File: src/common/epi_pkg.sv
package epi_pkg;

	// ---------------------------------------------------------------
	// register offsets
	// ---------------------------------------------------------------
	localparam logic [7:0] OFS_SENSE = 8'h69;
	localparam logic [7:0] OFS_MASK2 = 8'h6D;
	localparam logic [7:0] OFS_VECTOR = 8'h55;
	localparam logic [7:0] OFS_MASK3 = 8'h73;
	localparam logic [7:0] OFS_MASK1 = 8'h6C;
	localparam logic [7:0] OFS_MASK0 = 8'h6B;
	localparam logic [7:0] OFS_GRP_EN = 8'h68;
	localparam logic [7:0] OFS_EXT_EN = 8'h3D;
	localparam logic [7:0] OFS_EXT_FLAG = 8'h3C;
	localparam logic [7:0] OFS_PC_FLAG = 8'h3B;
	localparam logic [7:0] OFS_PROTECT = 8'h56;

	// ---------------------------------------------------------------
	// fields and reset values
	// ---------------------------------------------------------------
	localparam int VEC_SEL_BIT = 1;
	localparam int SENSE_B_LSB = 2;
	localparam int SENSE_A_LSB = 0;
	localparam logic [7:0] RESET_VAL = 8'h00;
	localparam logic [7:0] PROTECT_SIG = 8'hD8;
	localparam logic [2:0] PROTECT_WIN = 3'h4;
	localparam int NUM_GROUPS = 4;
	localparam int NUM_PC_PINS = 28;

	typedef enum logic [1:0] {
		SENSE_LOW = 2'b00,
		SENSE_ANY = 2'b01,
		SENSE_FALL = 2'b10,
		SENSE_RISE = 2'b11
	} epi_sense_t;

	// register bus carrier
	typedef struct packed {
		logic [7:0] addr;
		logic [7:0] wdata;
		logic wr;
		logic rd;
	} epi_bus_t;

	// core-side acknowledge carrier
	typedef struct packed {
		logic [1:0] ext_ack;
		logic [3:0] grp_ack;
	} epi_ack_t;

endpackage

File: src/verilog/epi_unit.sv
// Decided for this implementation: the address-and-strobe port.
`timescale 1ns/1ps
module epi_unit #(
	parameter int NPC = epi_pkg::NUM_PC_PINS
) (
	input wire logic clk,
	input wire logic nrst,
	input wire epi_pkg::epi_bus_t bus,
	output logic [7:0] rdata,
	input wire logic [1:0] ext_pin,
	input wire logic [NPC-1:0] pc_pin,
	input wire logic global_ie,
	input wire logic exec_in_boot,
	input wire logic app_lock_bit,
	input wire logic boot_lock_bit,
	input wire epi_pkg::epi_ack_t ack,
	output logic [1:0] ext_irq,
	output logic [3:0] grp_irq,
	output logic vector_place_select,
	output logic pc_wake
);

	// ---------------------------------------------------------------
	// registers
	// ---------------------------------------------------------------
	logic [3:0] sense_r;
	logic [7:0] mask0_r, mask1_r, mask2_r;
	logic [3:0] mask3_r;
	logic [3:0] grp_en_r;
	logic [1:0] ext_en_r;
	logic [1:0] ext_flag_r;
	logic [3:0] pc_flag_r;
	logic vsel_r;
	logic [2:0] prot_cnt_r;
	logic [1:0] ext_s1_r, ext_s2_r, ext_s3_r;
	logic [NPC-1:0] pc_s1_r, pc_s2_r, pc_s3_r;

	function automatic logic wr_at(input epi_pkg::epi_bus_t b,
		input logic [7:0] ofs);
		wr_at = b.wr && (b.addr == ofs);
	endfunction

	function automatic logic edge_hit(input logic [1:0] sense,
		input logic now, input logic prev);
		case (epi_pkg::epi_sense_t'(sense))
			epi_pkg::SENSE_ANY: edge_hit = now ^ prev;
			epi_pkg::SENSE_FALL: edge_hit = prev & ~now;
			epi_pkg::SENSE_RISE: edge_hit = now & ~prev;
			default: edge_hit = 1'b0;
		endcase
	endfunction

	// ---------------------------------------------------------------
	// decode and detection
	// ---------------------------------------------------------------
	wire w_sense = wr_at(bus, epi_pkg::OFS_SENSE);
	wire w_mask0 = wr_at(bus, epi_pkg::OFS_MASK0);
	wire w_mask1 = wr_at(bus, epi_pkg::OFS_MASK1);
	wire w_mask2 = wr_at(bus, epi_pkg::OFS_MASK2);
	wire w_mask3 = wr_at(bus, epi_pkg::OFS_MASK3);
	wire w_grp = wr_at(bus, epi_pkg::OFS_GRP_EN);
	wire w_ext_en = wr_at(bus, epi_pkg::OFS_EXT_EN);
	wire w_ext_fl = wr_at(bus, epi_pkg::OFS_EXT_FLAG);
	wire w_pc_fl = wr_at(bus, epi_pkg::OFS_PC_FLAG);
	wire w_vec = wr_at(bus, epi_pkg::OFS_VECTOR);
	wire w_prot = wr_at(bus, epi_pkg::OFS_PROTECT);
	// the key opens a short window; a late write is silently dropped
	wire prot_open = (prot_cnt_r != 3'h0);
	wire vec_take = w_vec && prot_open;

	wire [1:0] sense_a = sense_r[epi_pkg::SENSE_A_LSB +: 2];
	wire [1:0] sense_b = sense_r[epi_pkg::SENSE_B_LSB +: 2];
	// pin level seen regardless of its port direction
	wire [1:0] ext_hit = {
		edge_hit(sense_b, ext_s2_r[1], ext_s3_r[1]),
		edge_hit(sense_a, ext_s2_r[0], ext_s3_r[0])
	};
	wire [1:0] low_mode = {sense_b == 2'b00, sense_a == 2'b00};
	// low level requests directly, caller keeps it low long enough
	wire [1:0] low_req = low_mode & ~ext_s2_r;

	wire [31:0] pc_mask_all = {mask3_r, mask2_r, mask1_r, mask0_r};
	wire [NPC-1:0] pc_chg = (pc_s2_r ^ pc_s3_r) & pc_mask_all[NPC-1:0];
	wire [31:0] pc_chg_w = 32'(pc_chg);
	wire [3:0] grp_hit = {
		|pc_chg_w[27:24], |pc_chg_w[23:16],
		|pc_chg_w[15:8], |pc_chg_w[7:0]
	};
	// wake hint follows the synchronised change; needs the clock running
	assign pc_wake = |pc_chg;

	wire blocked = (vsel_r && app_lock_bit && !exec_in_boot)
		|| (!vsel_r && boot_lock_bit && exec_in_boot);
	wire ie = global_ie && !blocked;

	wire [1:0] ext_flag_vis = ext_flag_r & ~low_mode;
	wire [1:0] ext_clr = (w_ext_fl ? bus.wdata[1:0] : 2'b00)
		| ack.ext_ack;
	wire [3:0] pc_clr = (w_pc_fl ? bus.wdata[3:0] : 4'h0)
		| ack.grp_ack;
	// set beats clear in the same cycle
	wire [1:0] ext_flag_nxt = (ext_flag_r & ~ext_clr) | ext_hit;
	wire [3:0] pc_flag_nxt = (pc_flag_r & ~pc_clr) | grp_hit;

	assign ext_irq = (ext_flag_vis | low_req) & ext_en_r & {2{ie}};
	assign grp_irq = pc_flag_r & grp_en_r & {4{ie}};
	assign vector_place_select = vsel_r;

	// ---------------------------------------------------------------
	// read mux
	// ---------------------------------------------------------------
	logic [7:0] rd_mux;
	always_comb begin
		unique case (bus.addr)
			epi_pkg::OFS_SENSE: rd_mux = {4'h0, sense_r};
			epi_pkg::OFS_MASK0: rd_mux = mask0_r;
			epi_pkg::OFS_MASK1: rd_mux = mask1_r;
			epi_pkg::OFS_MASK2: rd_mux = mask2_r;
			epi_pkg::OFS_MASK3: rd_mux = {4'h0, mask3_r};
			epi_pkg::OFS_GRP_EN: rd_mux = {4'h0, grp_en_r};
			epi_pkg::OFS_EXT_EN: rd_mux = {6'h00, ext_en_r};
			epi_pkg::OFS_EXT_FLAG: rd_mux = {6'h00, ext_flag_vis};
			epi_pkg::OFS_PC_FLAG: rd_mux = {4'h0, pc_flag_r};
			epi_pkg::OFS_VECTOR: rd_mux = {6'h00, vsel_r, 1'b0};
			default: rd_mux = 8'h00;
		endcase
	end

	// ---------------------------------------------------------------
	// sequential
	// ---------------------------------------------------------------
	always_ff @(posedge clk or negedge nrst) begin
		if (!nrst) begin
			ext_s1_r <= 2'h0;
			ext_s2_r <= 2'h0;
			ext_s3_r <= 2'h0;
			pc_s1_r <= '0;
			pc_s2_r <= '0;
			pc_s3_r <= '0;
		end else begin
			ext_s1_r <= ext_pin;
			ext_s2_r <= ext_s1_r;
			ext_s3_r <= ext_s2_r;
			pc_s1_r <= pc_pin;
			pc_s2_r <= pc_s1_r;
			pc_s3_r <= pc_s2_r;
		end
	end

	always_ff @(posedge clk or negedge nrst) begin
		if (!nrst) begin
			sense_r <= 4'h0;
			mask0_r <= epi_pkg::RESET_VAL;
			mask1_r <= epi_pkg::RESET_VAL;
			mask2_r <= epi_pkg::RESET_VAL;
			mask3_r <= 4'h0;
			grp_en_r <= 4'h0;
			ext_en_r <= 2'h0;
		end else begin
			if (w_sense) sense_r <= bus.wdata[3:0];
			if (w_mask0) mask0_r <= bus.wdata;
			if (w_mask1) mask1_r <= bus.wdata;
			if (w_mask2) mask2_r <= bus.wdata;
			if (w_mask3) mask3_r <= bus.wdata[3:0];
			if (w_grp) grp_en_r <= bus.wdata[3:0];
			if (w_ext_en) ext_en_r <= bus.wdata[1:0];
		end
	end

	always_ff @(posedge clk or negedge nrst) begin
		if (!nrst) begin
			ext_flag_r <= 2'h0;
			pc_flag_r <= 4'h0;
			vsel_r <= 1'b0;
			prot_cnt_r <= 3'h0;
			rdata <= 8'h00;
		end else begin
			ext_flag_r <= ext_flag_nxt;
			pc_flag_r <= pc_flag_nxt;
			if (vec_take) vsel_r <= bus.wdata[epi_pkg::VEC_SEL_BIT];
			if (w_prot && bus.wdata == epi_pkg::PROTECT_SIG)
				prot_cnt_r <= epi_pkg::PROTECT_WIN;
			else if (prot_open)
				prot_cnt_r <= prot_cnt_r - 3'h1;
			rdata <= bus.rd ? rd_mux : 8'h00;
		end
	end

	// ---------------------------------------------------------------
	// checks
	// ---------------------------------------------------------------
	chk_vec_locked: assert property (@(posedge clk) disable iff (!nrst)
		(bus.wr && bus.addr == epi_pkg::OFS_VECTOR && !prot_open)
		|=> $stable(vsel_r))
		else $error("vector select changed unlocked");
	chk_vec_take: assert property (@(posedge clk) disable iff (!nrst)
		vec_take
		|=> (vsel_r == $past(bus.wdata[epi_pkg::VEC_SEL_BIT])))
		else $error("vector select write lost");
	chk_prot_arm: assert property (@(posedge clk) disable iff (!nrst)
		(w_prot && bus.wdata == epi_pkg::PROTECT_SIG)
		|=> (prot_cnt_r == epi_pkg::PROTECT_WIN))
		else $error("signature did not open window");
	chk_prot_shut: assert property (@(posedge clk) disable iff (!nrst)
		(!prot_open && !w_prot)
		|=> !prot_open)
		else $error("window opened without signature");
	chk_vec_out: assert property (@(posedge clk) disable iff (!nrst)
		$changed(vector_place_select)
		|-> $past(vec_take))
		else $error("vector placement moved by itself");
	chk_boot_block: assert property (@(posedge clk) disable iff (!nrst)
		(vsel_r && app_lock_bit && !exec_in_boot)
		|-> (ext_irq == 2'b00))
		else $error("interrupt while blocked");
	chk_boot_grp: assert property (@(posedge clk) disable iff (!nrst)
		(vsel_r && app_lock_bit && !exec_in_boot)
		|-> (grp_irq == 4'h0))
		else $error("group interrupt while blocked");
	chk_app_block: assert property (@(posedge clk) disable iff (!nrst)
		(!vsel_r && boot_lock_bit && exec_in_boot)
		|-> (ext_irq == 2'b00 && grp_irq == 4'h0))
		else $error("interrupt while boot code blocked");

	// ---------------------------------------------------------------
	// register read checks
	// ---------------------------------------------------------------
	chk_resv_zero: assert property (@(posedge clk) disable iff (!nrst)
		(bus.rd && bus.addr == epi_pkg::OFS_PC_FLAG)
		|=> rdata[7:4] == 4'h0)
		else $error("reserved bits not zero");
	chk_resv_sense: assert property (@(posedge clk) disable iff (!nrst)
		(bus.rd && bus.addr == epi_pkg::OFS_SENSE)
		|=> rdata[7:4] == 4'h0)
		else $error("reserved sense bits not zero");
	chk_resv_mask3: assert property (@(posedge clk) disable iff (!nrst)
		(bus.rd && bus.addr == epi_pkg::OFS_MASK3)
		|=> rdata[7:4] == 4'h0)
		else $error("reserved mask bits not zero");
	chk_resv_grp: assert property (@(posedge clk) disable iff (!nrst)
		(bus.rd && bus.addr == epi_pkg::OFS_GRP_EN)
		|=> rdata[7:4] == 4'h0)
		else $error("reserved group enable bits not zero");
	chk_resv_ext: assert property (@(posedge clk) disable iff (!nrst)
		(bus.rd && bus.addr == epi_pkg::OFS_EXT_EN)
		|=> rdata[7:2] == 6'h00)
		else $error("reserved enable bits not zero");
	chk_resv_eflag: assert property (@(posedge clk) disable iff (!nrst)
		(bus.rd && bus.addr == epi_pkg::OFS_EXT_FLAG)
		|=> rdata[7:2] == 6'h00)
		else $error("reserved flag bits not zero");
	chk_resv_vector: assert property (@(posedge clk) disable iff (!nrst)
		(bus.rd && bus.addr == epi_pkg::OFS_VECTOR)
		|=> (rdata[7:2] == 6'h00 && !rdata[0]))
		else $error("reserved vector bits not zero");
	chk_low_read: assert property (@(posedge clk) disable iff (!nrst)
		(bus.rd && bus.addr == epi_pkg::OFS_EXT_FLAG && low_mode[0])
		|=> !rdata[0])
		else $error("low level flag read as set");

	// ---------------------------------------------------------------
	// external pin checks
	// ---------------------------------------------------------------
	chk_pin_two_flop: assert property (@(posedge clk) disable iff (!nrst)
		$past(nrst, 2)
		|-> (ext_s2_r == $past(ext_pin, 2)))
		else $error("pin not delayed by two flops");
	chk_pin_sync: assert property (@(posedge clk) disable iff (!nrst)
		(sense_b == 2'b10 && $stable(sense_r) && ext_pin[1] ##1
		!ext_pin[1] ##1 1'b1 ##1 1'b1 ##1 1'b1)
		|-> ext_flag_r[1] || $past(ext_clr[1]))
		else $error("falling edge on pin b missed");
	chk_ext_rise: assert property (@(posedge clk) disable iff (!nrst)
		(sense_a == 2'b11 && $rose(ext_s2_r[0]))
		|=> ext_flag_r[0])
		else $error("rising edge missed on pin a");
	chk_ext_fall: assert property (@(posedge clk) disable iff (!nrst)
		(sense_b == 2'b10 && $fell(ext_s2_r[1]))
		|=> ext_flag_r[1])
		else $error("falling edge missed on pin b");
	chk_ext_any: assert property (@(posedge clk) disable iff (!nrst)
		(sense_a == 2'b01 && $changed(ext_s2_r[0]))
		|=> ext_flag_r[0])
		else $error("toggle missed on pin a");
	chk_low_noflag: assert property (@(posedge clk) disable iff (!nrst)
		(sense_a == 2'b00 && !ext_flag_r[0])
		|=> !ext_flag_r[0])
		else $error("flag set in low level mode");
	chk_low_req: assert property (@(posedge clk) disable iff (!nrst)
		(sense_a == 2'b00 && !ext_s2_r[0] && ext_en_r[0] && ie)
		|-> ext_irq[0])
		else $error("low level request missing");
	chk_ext_gate: assert property (@(posedge clk) disable iff (!nrst)
		ext_irq[0]
		|-> (ext_en_r[0] && global_ie))
		else $error("external request without enable");
	chk_ext_gate_b: assert property (@(posedge clk) disable iff (!nrst)
		ext_irq[1]
		|-> (ext_en_r[1] && global_ie))
		else $error("external request b without enable");
	chk_eflag_set: assert property (@(posedge clk) disable iff (!nrst)
		ext_hit[0]
		|=> ext_flag_r[0])
		else $error("pin activity did not set flag");
	chk_eflag_w1c: assert property (@(posedge clk) disable iff (!nrst)
		(w_ext_fl && bus.wdata[0] && !ext_hit[0])
		|=> !ext_flag_r[0])
		else $error("external flag not cleared by write");
	chk_eflag_ack: assert property (@(posedge clk) disable iff (!nrst)
		(ack.ext_ack[1] && !ext_hit[1])
		|=> !ext_flag_r[1])
		else $error("external flag not cleared on entry");

	// ---------------------------------------------------------------
	// pin change checks
	// ---------------------------------------------------------------
	chk_flag_w1c: assert property (@(posedge clk) disable iff (!nrst)
		(w_pc_fl && bus.wdata[2] && !grp_hit[2])
		|=> !pc_flag_r[2])
		else $error("pin change flag not cleared");
	chk_pc_ack: assert property (@(posedge clk) disable iff (!nrst)
		(ack.grp_ack[3] && !grp_hit[3])
		|=> !pc_flag_r[3])
		else $error("pin change flag not cleared on entry");
	chk_mask_off: assert property (@(posedge clk) disable iff (!nrst)
		(mask0_r == 8'h00 && !pc_flag_r[0])
		|=> !pc_flag_r[0])
		else $error("masked pin set group flag");
	chk_mask_gate: assert property (@(posedge clk) disable iff (!nrst)
		grp_hit[1]
		|-> (|pc_mask_all[15:8]))
		else $error("group hit with all pins masked");
	chk_grp_gate: assert property (@(posedge clk) disable iff (!nrst)
		grp_irq[3]
		|-> (grp_en_r[3] && pc_flag_r[3] && global_ie))
		else $error("group request without enable");
	chk_grp_gate0: assert property (@(posedge clk) disable iff (!nrst)
		grp_irq[0]
		|-> (grp_en_r[0] && pc_flag_r[0] && global_ie))
		else $error("group 0 request without enable");
	chk_grp3_set: assert property (@(posedge clk) disable iff (!nrst)
		grp_hit[3]
		|=> pc_flag_r[3])
		else $error("group 3 change did not set flag");
	chk_grp2_set: assert property (@(posedge clk) disable iff (!nrst)
		grp_hit[2]
		|=> pc_flag_r[2])
		else $error("group 2 change did not set flag");
	chk_wake_flag: assert property (@(posedge clk) disable iff (!nrst)
		pc_wake
		|=> (pc_flag_r != 4'h0))
		else $error("wake hint without group flag");

endmodule

File: config.mk
export PLATFORM = sky130hd
export DESIGN_NAME = epi_unit
export DESIGN_NICKNAME = d
export VERILOG_FILES = /design/src/common/epi_pkg.sv /design/src/verilog/epi_unit.sv
export SDC_FILE = /design/constraint.sdc
export NUM_CORES = 1
export LEC_CHECK = 0
export ABC_CLOCK_PERIOD_IN_PS = 1500
export BUFFER_PORTS_ARGS = -buffer_cell sky130_fd_sc_hd__clkbuf_2
export CAP_MARGIN = 5
export CORE_ASPECT_RATIO = 1.1
export CORE_MARGIN = 2
export CORE_UTILIZATION = 49
export CTS_CLUSTER_DIAMETER = 40
export CTS_CLUSTER_SIZE = 10
export DETAILED_ROUTE_END_ITERATION = 16
export GPL_ROUTABILITY_DRIVEN = 0
export PLACE_DENSITY_LB_ADDON = 0.05
export SLEW_MARGIN = 40
export SYNTH_ARGS = -nofsm -noshare
export SYNTH_HDL_FRONTEND = slang
export SYNTH_SLANG_ARGS = --single-unit
File: constraint.sdc
create_clock -name clk -period 1.5 [get_ports clk]
set_input_delay 0.15 -clock clk [delete_from_list [all_inputs] [get_ports clk]]
set_output_delay 0.15 -clock clk [all_outputs]
set_load 0.01 [all_outputs]
== After elaboration in Yosys (flattened, before gate mapping) ==
Cells that the tools add are included.
Word-level totals
  bits in registers: 146
  bits of input ports: 60
  output and inout bits: 16
  word-level logic and storage cells: 105
Operators by class
  add/subtract/negate cells: 1
  equality and inequality tests: 18
  multiplexer cells: 8
  bitwise gates (word level): 29
  reduce and logical (&&, ||, !) cells: 31
Operators with widths (number)
  8-bit one-hot mux with 10 select lines: 1
  8-bit by 7-bit == test with 1-bit output (second input constant): 8
  28-bit bitwise AND: 1
  28-bit OR reduction: 1
  28-bit XOR: 1
  8-bit by 6-bit == test with 1-bit output (second input constant): 3
  8-bit OR reduction: 3
  1-bit logical AND: 18
  4-bit bitwise AND: 3
  2-bit bitwise AND: 5
  2-bit == test (second input constant): 4
  8-bit == test (second input constant): 1
  8-bit 2-to-1 mux: 1
  4-bit bitwise OR: 2
  3-bit 2-to-1 mux: 2
  2-bit NOT: 3
  2-bit bitwise OR: 3
  1-bit one-hot mux with 3 select lines: 2
  1-bit bitwise AND: 4
  2-bit by 1-bit == test with 1-bit output (second input constant): 2
  2-bit zero test: 2
  4-bit 2-to-1 mux: 1
  1-bit NOT: 4
  4-bit NOT: 1
  other kinds (8): 11

== Depth between registers and ports, before layout ==
Gate-level depths: netlist of the first run.
  depth in word-level cells: 7
  mapped depth: 7
  mapped depth without buffers: 5

== Worst setup path after synthesis of the first run ==
No wires, ideal clock.
  path type: input port to flip-flop
  start: input bus[17] in the netlist's numbering
  end: register mask0_r[0]
  setup time: 0.125 ns
  arrival time: 1.403 ns
  data required time: 1.375 ns
  setup slack: -0.028 ns
  stages on the path: 7
  path buffers: 2
  cells stage by stage: and4bb_1 and3b_1 buf_4 and3_1 buf_6 nand2_8 mux2_4
On the way
  word-level cells in the longest chain between the ends: 2
Ends and longest elaborated chain
  from (decl): RTL line epi_unit.sv:8  | input wire epi_pkg::epi_bus_t bus,
  8-bit by 7-bit == test with 1-bit output: RTL line epi_unit.sv:40  | wr_at = b.wr && (b.addr == ofs);
  1-bit logical AND: RTL line epi_unit.sv:40
  to (signal assigned): RTL line epi_unit.sv:153  | mask0_r <= epi_pkg::RESET_VAL;
  to (signal assigned): RTL line epi_unit.sv:161  | if (w_mask0) mask0_r <= bus.wdata;
  to (decl): RTL line epi_unit.sv:27  | logic [7:0] mask0_r, mask1_r, mask2_r;
No other way between the ends.
A chain may end at the register's enable or synchronous reset.

== Worst setup path in the final report of the first run ==
  start: register pc_s2_r[7]
  end: output pc_wake
On the way
  word-level cells in the longest chain between the ends: 3
Ends and longest elaborated chain
  from (decl): RTL line epi_unit.sv:36  | logic [NPC-1:0] pc_s1_r, pc_s2_r, pc_s3_r;
  from (signal assigned): RTL line epi_unit.sv:145  | pc_s2_r <= pc_s1_r;
  28-bit XOR: RTL line epi_unit.sv:83  | wire [NPC-1:0] pc_chg = (pc_s2_r ^ pc_s3_r) & pc_mask_all[NPC-1:0];
  28-bit bitwise AND: RTL line epi_unit.sv:83
  28-bit OR reduction: RTL line epi_unit.sv:90  | assign pc_wake = |pc_chg;
  to (decl): RTL line epi_unit.sv:20  | output logic pc_wake
No other way between the ends.

==> impl_results.md, run 1 <==
* Slew headroom at 0.754
* Synth Flop Type: dfrtp_1
* Final #Nets at between 600 and 700
* Leak at about 3.7 nW
* Via Count at 3,662
* Setup Viol. Count Final at 7
* Synth Cell Area at 5500 µm²
* Post-DR vias/cell at slightly above 5
* Tcrit/Tclk final at 1.44
* WP data required at 1.35 ns
* Total Power at ~9.5 mW
* Syn Inst Count at around 380
* Post-Place Cells at roughly 650
* Die X at between 100 and 150 µm
* Mean routed wirelength per cell at between 15 and 20 µm
* Clk_lat worst skew at between 0.4 and 0.5 ns
* Std cell rows at 40
* Initial Util at 0.504
* Final Core Density at 0.696
* Core footprint at about 11,000 µm²
* RSZ-0062 raised after global routing: yes
* CTS sink count at approximately 150
* CP arrival at around 2 ns
* Setup Skew at approximately 0.0083 ns
* Register clock-pin slew on the reported worst setup and hold paths at around 0.060 ns
* Clock Tree Buf Depth at 2
* Final Hold Viols at 0
* Worst setup slack after layout at -0.663 ns
* Synthesis-to-layout area growth at 38.2%
* Setup TNS at -1.25 ns
* Share of layout cells above drive strength 1 at 0.429
* Vias in the first global route at slightly below 4k
* First-pass GRT wire length at approximately 20,000 µm
* Sequential-to-total area share from yosys stat at 0.665
* Global router's overall resource usage at 0.222
* Num ports at 76
* Area share of the largest cell type after synthesis at 0.665
* Commonest cells post-synth: 146 x dfrtp_1, 33 x mux2_2, 28 x xor2_1
* Area contributors post-synth: dfrtp_1 66%, mux2_2 6.8%, xor2_1 4.5%
* Initial DRC count at 231
* Post-Layout Cell Count at ~710
* Post-synth EDFFs at 0
* Synthesis-stage register bit count at between 100 and 150
* Max Fclk at around 460 MHz
* Die area at about 12,000 µm²
* Placed wire-length estimate at around 8600 µm
* Syn_nets at 441
* TritonRoute pass-1 iters at 4
* CTS Root Buffer Type: clkbuf_16
* Asr flop ratio synth at 1.00
* CP endpoint kind: primary output
* P per Cell Area at between 1000 and 1500 nW/µm²
* Most common cell in the synthesized netlist: dfrtp_1
* GRT overflow at 0
* CTS tree: done
* Dpl ws at -0.338 ns
* Synth warn at 0
* Worst setup SP type: flop
* Hold/Removal Path Class: input pin to flop
* Post-DRT Antenna Nets at 0
* CTS buffer count at 17
* Final Max Slew Viols at 0
* H-tree levels at 4
* Initial antenna violation count at 0
* Die height at around 120 µm
* Synth area leader: dfrtp_1
* Failing checks: setup timing
* DRC at 0
* Largest net degree at the start of global routing at 60
* Port buffer count at 75
* CP Class: flop to primary output
* Max-cap viol count at 0
* Synth unique cells at 53
* Antenna cells at 0
* Worst-path maximum fanout at 2
* Outcome: complete, but fails checks
* Post-route minimum period at around 2.2 ns
* Post-Syn Area per Cell at between 10 and 15 µm²
* Total wire length at approximately 12,000 µm
* Max VDD drop at ~800 µV
* Worst-margin pin slew at about 0.37 ns
area by class of cell:
class                      count  area [µm²]
clock buffer                  22         474
sequential                   146        3660
fill                         812        3310
multi-input combinational    205        1840
inverter                      13        48.8
timing repair buffer         171        1270
tap                          147         184
clock inverter                10         125
registers in the layout (all words and copies together), names as in the netlist:
name                 cells
pc_s1_r                 28
pc_s2_r                 28
pc_s3_r                 28
mask0_r                  8
mask1_r                  8
mask2_r                  8
rdata                    8
grp_en_r                 4
mask3_r                  4
pc_flag_r                4
sense_r                  4
prot_cnt_r               3
ext_en_r                 2
ext_flag_r               2
ext_s1_r                 2
ext_s2_r                 2
ext_s3_r                 2
vector_place_select      1
per-stage QoR:
stage / hold WS, ns / area, µm²
4_1_cts: 0.0313 / 7510
5_1_grt: 0.0615 / 7600
3_3_place_gp: 0.0182 / 6510
6_report: 0.0433 / 7600
3_5_place_dp: 0.0212 / 6510
2_1_floorplan: -0.146 / 5510
power by group:
| part | internal [mW] | switching [mW] |
|---|---|---|
| Sequential | 4.19 | 0.165 |
| Clock | 2.60 | 1.58 |
| Combinational | 0.496 | 0.425 |
| Total | 7.29 | 2.17 |
logic make-up after synthesis:
logic type               synth area share
AO/OA/AOI/OAI                      0.0815
XOR/XNOR                           0.0462
adder cells (fa/ha/maj)            0.0137
buffers and inverters              0.0200
flip-flops                          0.665
multiplexers                       0.0967
AND/OR/NAND/NOR                    0.0772
worst paths after layout:
kind                            slack [ns]  depth (start not counted)   startpoint           end
worst max-delay path                 -0.66                          5   pc_s2_r[7]       pc_wake
worst max register to register        0.02                          5  pc_s3_r[18]  pc_flag_r[2]
worst min-delay path                  0.04                          3       ack[3]  pc_flag_r[3]
min in group asynchronous             0.17                          2         nrst   pc_s2_r[21]
worst min register to register        0.35                          0   pc_s1_r[5]    pc_s2_r[5]
max in group asynchronous             0.77                          3         nrst    mask0_r[3]
cell usage in the layout (no fill, tap or decap), types with 4 or more instances in the layout:
master         instances
dfrtp_1              142
clkbuf_2              68
buf_4                 60
mux2_2                33
dlygate4sd3_1         31
xor2_1                27
clkbuf_16             17
inv_1                 13
a22oi_1               11
nor2_1                10
nand2_1                9
nand3_1                9
a222oi_1               8
mux2_4                 8
buf_6                  8
and3_4                 7
ha_1                   6
a22oi_2                5
nand4_1                5
and3_1                 4
o21ai_0                4
mux2i_1                4
clkinvlp_4             4
buf_12                 4
dfrtp_2                4
per-layer routing:
metal	routed length, µm	vias to the layer above	global-route usage
met1	5130	1810	0.280
met2	6140	109	0.369
met3	594	20	0.0533
li1	-	1723	-
met4	276	0	0.0978
met5	0	-	0
worst max-delay path: stages (launching register included):
cell      delay (ns)
dfrtp_1         0.39
xor2_1          0.15
a22oi_2         0.22
nand4_1         0.16
or4_4           0.55
clkbuf_2        0.14
timing repair:
item / in CTS / in global routing
setup buffers: 4 / 1
setup endpoints to repair: 7 / 10
pin swaps: 13 / 16
gates resized for setup: 16 / 23
hold buffers: 31 / 0
endpoints found under the hold margin: 176 / 0
Note: power is estimated with default switching activity, not from simulation.
==> run 2, diff against run 1 <==
Settings changed: ABC_AREA from default to 1.
==> run 2 against run 1 <==
The run still ends with setup timing left. Hold slack got worse by 0.030 ns. Critical path type unchanged. Synthesized area rose by 5.0%. Cell count rose by 24%. Highest routed layer unchanged. Critical path depth rose by 4. Critical endpoint unchanged.
==> impl_results.md, run 2 <==
* Hold endpoint: pc_flag_r[2] (was pc_flag_r[3])
* Synth Flop Type: dfrtp_1 (unchanged)
* Failing checks: setup timing (unchanged)
* Worst Hold Depth at 4 (was 3)
* Final Max Slew Viols at 0 (unchanged)
* Largest net degree at the start of global routing at 40 (was 60)
* Syn_nets at 636 (was 441)
* Commonest non-fill, non-tap cell in the layout: dfrtp_1 (unchanged)
* Commonest cells post-synth: 146 x dfrtp_1, 126 x nand2_1, 66 x inv_1 (was 146 x dfrtp_1, 33 x mux2_2, 28 x xor2_1)
* CTS Root Buffer Type: clkbuf_16 (unchanged)
* Die height at 118 µm (was 115 µm)
* Synth area leader: dfrtp_1 (unchanged)
* Max-cap viol count at 0 (unchanged)
* Mean routed wirelength per cell at 14.3 µm (was 17.0 µm)
* Worst R2R Start: pc_s2_r[3] (was pc_s3_r[18])
* Sequential-to-total area share from yosys stat at 0.633 (was 0.665)
* P per Cell Area at 1290 nW/µm² (was 1240 nW/µm²)
* Post-place instance area at 6420 µm² (was 6510 µm²)
* Global router's overall resource usage at 0.223 (was 0.222)
* Setup Viol. Count Final at 7 (unchanged)
* Asr flop ratio synth at 1.00 (unchanged)
* RSZ-0062 raised after global routing: yes (unchanged)
* Num ports at 76 (unchanged)
* WP data required at 1.35 ns (about the same)
* Total Power at 9.76 mW (was 9.46 mW)
* Most common cell in the synthesized netlist: dfrtp_1 (unchanged)
* Final Hold Viols at 0 (unchanged)
* Die X at 107 µm (was 105 µm)
* Clk_lat worst skew at 0.42 ns (was 0.41 ns)
* FF-to-FF path depth at 8 (was 5)
* Initial Util at 0.502 (was 0.504)
* Std cell rows at 41 (was 40)
* Synth Cell Area at 5770 µm² (was 5500 µm²)
* Leak at 3.79 nW (was 3.68 nW)
* H-tree levels at 4 (unchanged)
* CTS tree: done (unchanged)
* Crit Reg-Reg Endpoint: pc_flag_r[0] (was pc_flag_r[2])
* CP Class: flop to primary output (unchanged)
* Biggest regs: pc_s1_r: 28 flops, pc_s2_r: 28 flops, pc_s3_r: 28 flops (unchanged)
* Port buffer count at 75 (unchanged)
* Total wire length at 12,700 µm (was 12,100 µm)
* Syn Inst Count at 570 (was 375)
* Initial DRC count at 198 (was 231)
* Synthesis-to-layout area growth at 31.1% (was 38.2%)
* Worst-path maximum fanout at 3 (was 2)
* Setup Skew at 0.00822 ns (was 0.00825 ns)
* CTS buffer count at 17 (unchanged)
* Post-route minimum period at 1.90 ns (was 2.16 ns)
* Worst setup SP type: flop (unchanged)
* Core footprint at 11,500 µm² (was 10,900 µm²)
* Register clock-pin slew on the reported worst setup and hold paths at 0.06 ns (about the same)
* Post-DR vias/cell at 4.90 (was 5.13)
* DRC at 0 (unchanged)
* Via Count at 4,335 (was 3,662)
* CTS sink count at 146 (unchanged)
* Hold path startpoint: ack[2] (was ack[3])
* Vias in the first global route at 4,391 (was 3,914)
* CP endpoint kind: primary output (unchanged)
* Setup TNS at -0.784 ns (was -1.25 ns)
* Worst setup slack after layout at -0.399 ns (was -0.663 ns)
* CP arrival at 1.75 ns (was 2.01 ns)
* Placed wire-length estimate at 9010 µm (was 8550 µm)
* TritonRoute pass-1 iters at 4 (unchanged)
* Die area at 12,700 µm² (was 12,100 µm²)
* Synth warn at 0 (unchanged)
* Share of layout cells above drive strength 1 at 0.242 (was 0.429)
* Most frequent cells in the layout: 143 x dfrtp_1, 125 x nand2_1, 72 x clkbuf_2 (was 142 x dfrtp_1, 68 x clkbuf_2, 60 x buf_4)
* Area share of the largest cell type after synthesis at 0.633 (was 0.665)
* Initial antenna violation count at 0 (unchanged)
* Hold/Removal Path Class: input pin to flop (unchanged)
* Tcrit/Tclk final at 1.27 (was 1.44)
* R2R setup slack at 0.11 ns (was 0.02 ns)
* Post-synth EDFFs at 0 (unchanged)
* GRT overflow at 0 (unchanged)
* Fin area at 7560 µm² (was 7600 µm²)
* Synth unique cells at 34 (was 53)
* Max Fclk at 527 MHz (was 462 MHz)
* Post-DRT Antenna Nets at 0 (unchanged)
* Final #Nets at 788 (was 620)
* Worst-margin pin slew at 0.368 ns (was 0.365 ns)
* Synthesis-stage register bit count at 146 (unchanged)
* Max VDD drop at 897 µV (was 811 µV)
* Final Core Density at 0.658 (was 0.696)
* Clock Tree Buf Depth at 2 (unchanged)
* Area contributors post-synth: dfrtp_1 63%, nand2_1 8.2%, inv_1 4.3% (was dfrtp_1 66%, mux2_2 6.8%, xor2_1 4.5%)
* First-pass GRT wire length at 21,300 µm (was 20,300 µm)
* Outcome: complete, but fails checks (unchanged)
* Post-Syn Area per Cell at 10.1 µm² (was 14.7 µm²)
* Slew headroom at 0.755 (was 0.754)
* Antenna cells at 0 (unchanged)
run 2: cell types whose count changed after synthesis, moves of 8 or more:
cell	change
and3_1	-11
nand3_1	+31
a222oi_1	-8
o21ai_0	+36
o21ai_2	+9
nor2_1	+33
xor2_1	-25
nand2_1	+116
a22oi_1	-16
mux2_2	-33
inv_1	+53
a21oi_1	+20
mux2_4	-8
run 2: area by class of cell:
cell class              count  area (µm²)
clock buffers              19         443
repair buffers            138         972
inverters                  71         273
flip-flops and latches    146        3660
well taps                 150         188
multi-input cells         348        1830
clock inverters            13         198
fillers                   932        3930
run 2: report_power, final:
| group | total (mW) | leakage, nW | internal (mW) | switching (mW) |
|---|---|---|---|---|
| logic | 0.912 | 1.77 | 0.393 | 0.519 |
| registers | 4.32 | 1.71 | 4.19 | 0.130 |
| clock network | 4.53 | 0.309 | 2.86 | 1.67 |
run 2: routing by layer:
layer	vias to the layer above	track usage	routed length [µm]
met5	-	0	0
met4	0	0.0929	221
met1	2059	0.283	5570
li1	2153	-	-
met2	109	0.363	6330
met3	14	0.0554	553
run 2: cells by family (layout without fill, tap and decap cells):
kind of cell,count (synthesis),count (layout),synth area share
DFF,146,146,0.633
buffers and inverters,76,241,0.0564
adders and majority gates,6,6,0.0130
AOI/OAI and AO/OA,91,91,0.0889
muxes,1,1,0.00174
and+or+nand+nor,247,247,0.202
xor gates and xnor gates,3,3,0.00456
run 2: critical path: stages (launching register included):
cell      delay, ns
dfrtp_1        0.39
inv_1          0.06
nand2_1        0.05
nand3_1        0.06
nand2_1        0.05
nor2_1         0.10
nand4_1        0.22
nor2_1         0.18
nand2_1        0.09
clkbuf_2       0.13
run 2: repair_timing:
| item | CTS | global route |
|---|---|---|
| pin swaps | 6 | 3 |
| gates resized for setup | 10 | 4 |
| setup endpoints to repair | 7 | 8 |
| setup buffers | 7 | 5 |
| hold buffers | 37 | 0 |
| endpoints found under the hold margin | 165 | 0 |
run 2: worst max path at each step:
stage / cells after the start / end / slack (ns) / startpoint
2_1_floorplan: 5 / pc_wake / 0.36 / pc_s3_r[26]
4_1_cts: 9 / pc_wake / -0.43 / pc_s2_r[7]
3_3_place_gp: 9 / pc_wake / 0.09 / pc_s2_r[5]
6_report: 9 / pc_wake / -0.40 / pc_s2_r[3]
3_5_place_dp: 9 / pc_wake / 0.07 / pc_s2_r[7]
5_1_grt: 9 / pc_wake / -0.52 / pc_s2_r[3]
run 2: per-stage QoR:
stage	setup WS [ns]	hold WS (ns)	std cells
after floorplan	0.357	-0.146	570
after global routing	-0.521	0.0189	885
after detailed placement	0.0699	0.0713	804
final	-0.399	0.0137	885
after CTS	-0.432	0.000659	880
after global placement	0.0945	0.0661	804
==> run 3, diff against run 2 <==
==> constraint.sdc (replaced) <==
create_clock -name clk -period 1.5 [get_ports clk]
set_input_delay 0.075 -clock clk [delete_from_list [all_inputs] [get_ports clk]]
set_output_delay 0.075 -clock clk [all_outputs]
set_load 0.01 [all_outputs]
==> run 3 against run 2 <==
The flow still finishes with violations (setup timing). Sequential share of layout area fell by 0.15 points. Global-route usage fell by 0.12 points. Total power decreased by 3.4%. Cell area rose by 0.22%. Combinational power up 1%. Flip-flop and latch count is the same. Clock power down 7.7%. Critical path type unchanged. Largest power group is now registers. Highest routed layer unchanged.
==> impl_results.md, run 3 (same netlist as run 2, synthesis figures left out) <==
* WP data required at 1.42 ns (was 1.35 ns)
* CTS tree: done (unchanged)
* Via Count at 4,360 (was 4,335)
* Critical Path Start: pc_s2_r[3] (unchanged)
* Clk_lat worst skew at 0.42 ns (about the same)
* FF-to-FF path depth at 7 (was 8)
* Leak at 3.76 nW (was 3.79 nW)
* Tcrit/Tclk final at 1.19 (was 1.27)
* Max Fclk at 562 MHz (was 527 MHz)
* Antenna cells at 0 (unchanged)
* Worst setup path end: pc_wake (unchanged)
* Clock Tree Buf Depth at 2 (unchanged)
* Setup Skew at 0.0102 ns (was 0.00822 ns)
* CTS sink count at 146 (unchanged)
* DRC at 0 (unchanged)
* Mean routed wirelength per cell at 14.6 µm (was 14.3 µm)
* Std cell rows at 41 (unchanged)
* Hold/Removal Path Class: input pin to flop (unchanged)
* Failing checks: setup timing (unchanged)
* CP Class: flop to primary output (unchanged)
* Post-route minimum period at 1.78 ns (was 1.90 ns)
* Biggest regs: pc_s1_r: 28 flops, pc_s2_r: 28 flops, pc_s3_r: 28 flops (unchanged)
* FILL cells at 926 (was 932)
* Total wire length at 12,900 µm (was 12,700 µm)
* Outcome: complete, but fails checks (unchanged)
* Post-DR vias/cell at 4.93 (was 4.90)
* Port buffer count at 75 (unchanged)
* GRT overflow at 0 (unchanged)
* Die X at 107 µm (unchanged)
* Vias in the first global route at 4,335 (was 4,391)
* Die height at 118 µm (unchanged)
* R2R setup slack at 0.26 ns (was 0.11 ns)
* Max-cap viol count at 0 (unchanged)
* Total Power at 9.43 mW (was 9.76 mW)
* Share of layout cells above drive strength 1 at 0.234 (was 0.242)
* Worst setup slack after layout at -0.279 ns (was -0.399 ns)
* RSZ-0062 raised after global routing: yes (unchanged)
* Register clock-pin slew on the reported worst setup and hold paths at 0.06 ns (about the same)
* Commonest non-fill, non-tap cell in the layout: dfrtp_1 (unchanged)
* Initial DRC count at 262 (was 198)
* Initial Util at 0.502 (unchanged)
* Global router's overall resource usage at 0.221 (was 0.223)
* Setup Viol. Count Final at 2 (was 7)
* Placed wire-length estimate at 9090 µm (was 9010 µm)
* Max VDD drop at 950 µV (was 897 µV)
* Synthesis-to-layout area growth at 31.4% (was 31.1%)
* H-tree levels at 4 (unchanged)
* Final Hold Viols at 0 (unchanged)
* Worst-path maximum fanout at 3 (unchanged)
* First-pass GRT wire length at 21,100 µm (was 21,300 µm)
* Worst R2R Start: pc_s2_r[3] (unchanged)
* Num ports at 76 (unchanged)
* Final Max Slew Viols at 0 (unchanged)
* Dpl ws at 0.0957 ns (was 0.0699 ns)
* Initial antenna violation count at 0 (unchanged)
* P per Cell Area at 1240 nW/µm² (was 1290 nW/µm²)
* Worst-margin pin slew at 0.442 ns (was 0.368 ns)
* CTS buffer count at 17 (unchanged)
* CTS Root Buffer Type: clkbuf_16 (unchanged)
* Crit Reg-Reg Endpoint: pc_flag_r[0] (unchanged)
* Die area at 12,700 µm² (unchanged)
* CP arrival at 1.70 ns (was 1.75 ns)
* Worst setup SP type: flop (unchanged)
* CP endpoint kind: primary output (unchanged)
* Largest net degree at the start of global routing at 45 (was 40)
* Core footprint at 11,500 µm² (unchanged)
* Post-DRT Antenna Nets at 0 (unchanged)
* Slew headroom at 0.705 (was 0.755)
* Final #Nets at 787 (was 788)
* TritonRoute pass-1 iters at 5 (was 4)
* Most frequent cells in the layout: 146 x dfrtp_1, 126 x nand2_1, 69 x clkbuf_2 (was 143 x dfrtp_1, 125 x nand2_1, 72 x clkbuf_2)
==> run 3: cell types whose count changed in the layout (fill, tap and decap cells not counted), sizes merged <==
cell,change
clkbuf,-1
buf,-5
clkinvlp,+2
bufinv,-2
dlygate4sd3,+7
inv,-2
==> run 3: worst min-delay path by stage <==
| stage | from | to | slack, ns | cells after the start |
|---|---|---|---|---|
| finish | bus[1] | mask0_r[7] | 0.05 | 3 |
| global route | bus[3] | mask2_r[1] | 0.05 | 4 |
| CTS | bus[1] | mask0_r[7] | 0.02 | 3 |
| detailed placement | nrst | pc_s3_r[4] | 0.02 | 1 |
| global placement | nrst | pc_s3_r[4] | 0.02 | 1 |
| floorplan | nrst | ext_en_r[0] | -0.22 | 0 |
==> run 3: stage by stage <==
| stage | setup TNS (ns) | util | hold slack (ns) | area, µm² | instances |
|---|---|---|---|---|---|
| detailed placement | 0 | 0.557 | 0.0223 | 6400 | 802 |
| CTS | -0.383 | 0.652 | 0.0236 | 7500 | 883 |
| global placement | 0 | 0.557 | 0.0169 | 6400 | 802 |
| global route | -0.841 | 0.660 | 0.0463 | 7580 | 884 |
| floorplan | 0 | - | -0.221 | 5770 | 570 |
| finish | -0.290 | 0.660 | 0.0470 | 7580 | 884 |
==> run 3: timing repair <==
action	in CTS	in global routing
setup endpoints to repair	7	7
gates resized for setup	4	23
buffers inserted	5	1
endpoints found under the hold margin	178	0
pin swaps	6	3
hold buffers	44	0
==> run 3: power breakdown <==
| part | total, mW | internal (mW) | switching (mW) |
|---|---|---|---|
| Combinational | 0.924 | 0.396 | 0.528 |
| Sequential | 4.33 | 4.19 | 0.136 |
| Clock | 4.18 | 2.59 | 1.59 |
==> run 3: final cells by class <==
class                   instances  area [µm²]  share of cell area
clock buffers                  21         470              0.0621
repair buffers                137        1000               0.133
clock inverters                11         128              0.0168
inverters                      71         273              0.0360
well taps                     150         188              0.0248
multi-input cells             348        1860               0.246
flip-flops and latches        146        3650               0.482
==> run 3: worst max-delay path: stages (launching register included) <==
cell and delay (ns):
dfrtp_1 0.39, inv_1 0.06, nand2_1 0.05, nand3_1 0.06, nand2_1 0.06, nor2_1 0.12
nand4_1 0.19, nor2_1 0.14, nand2_1 0.09, clkbuf_2 0.13
==> run 3: layer usage <==
layer	up-vias	share of wire	GRT usage
met2	110	0.50	0.358
met5	-	0	0
met3	21	0.043	0.0548
met1	2091	0.43	0.279
met4	0	0.024	0.105
li1	2138	-	-
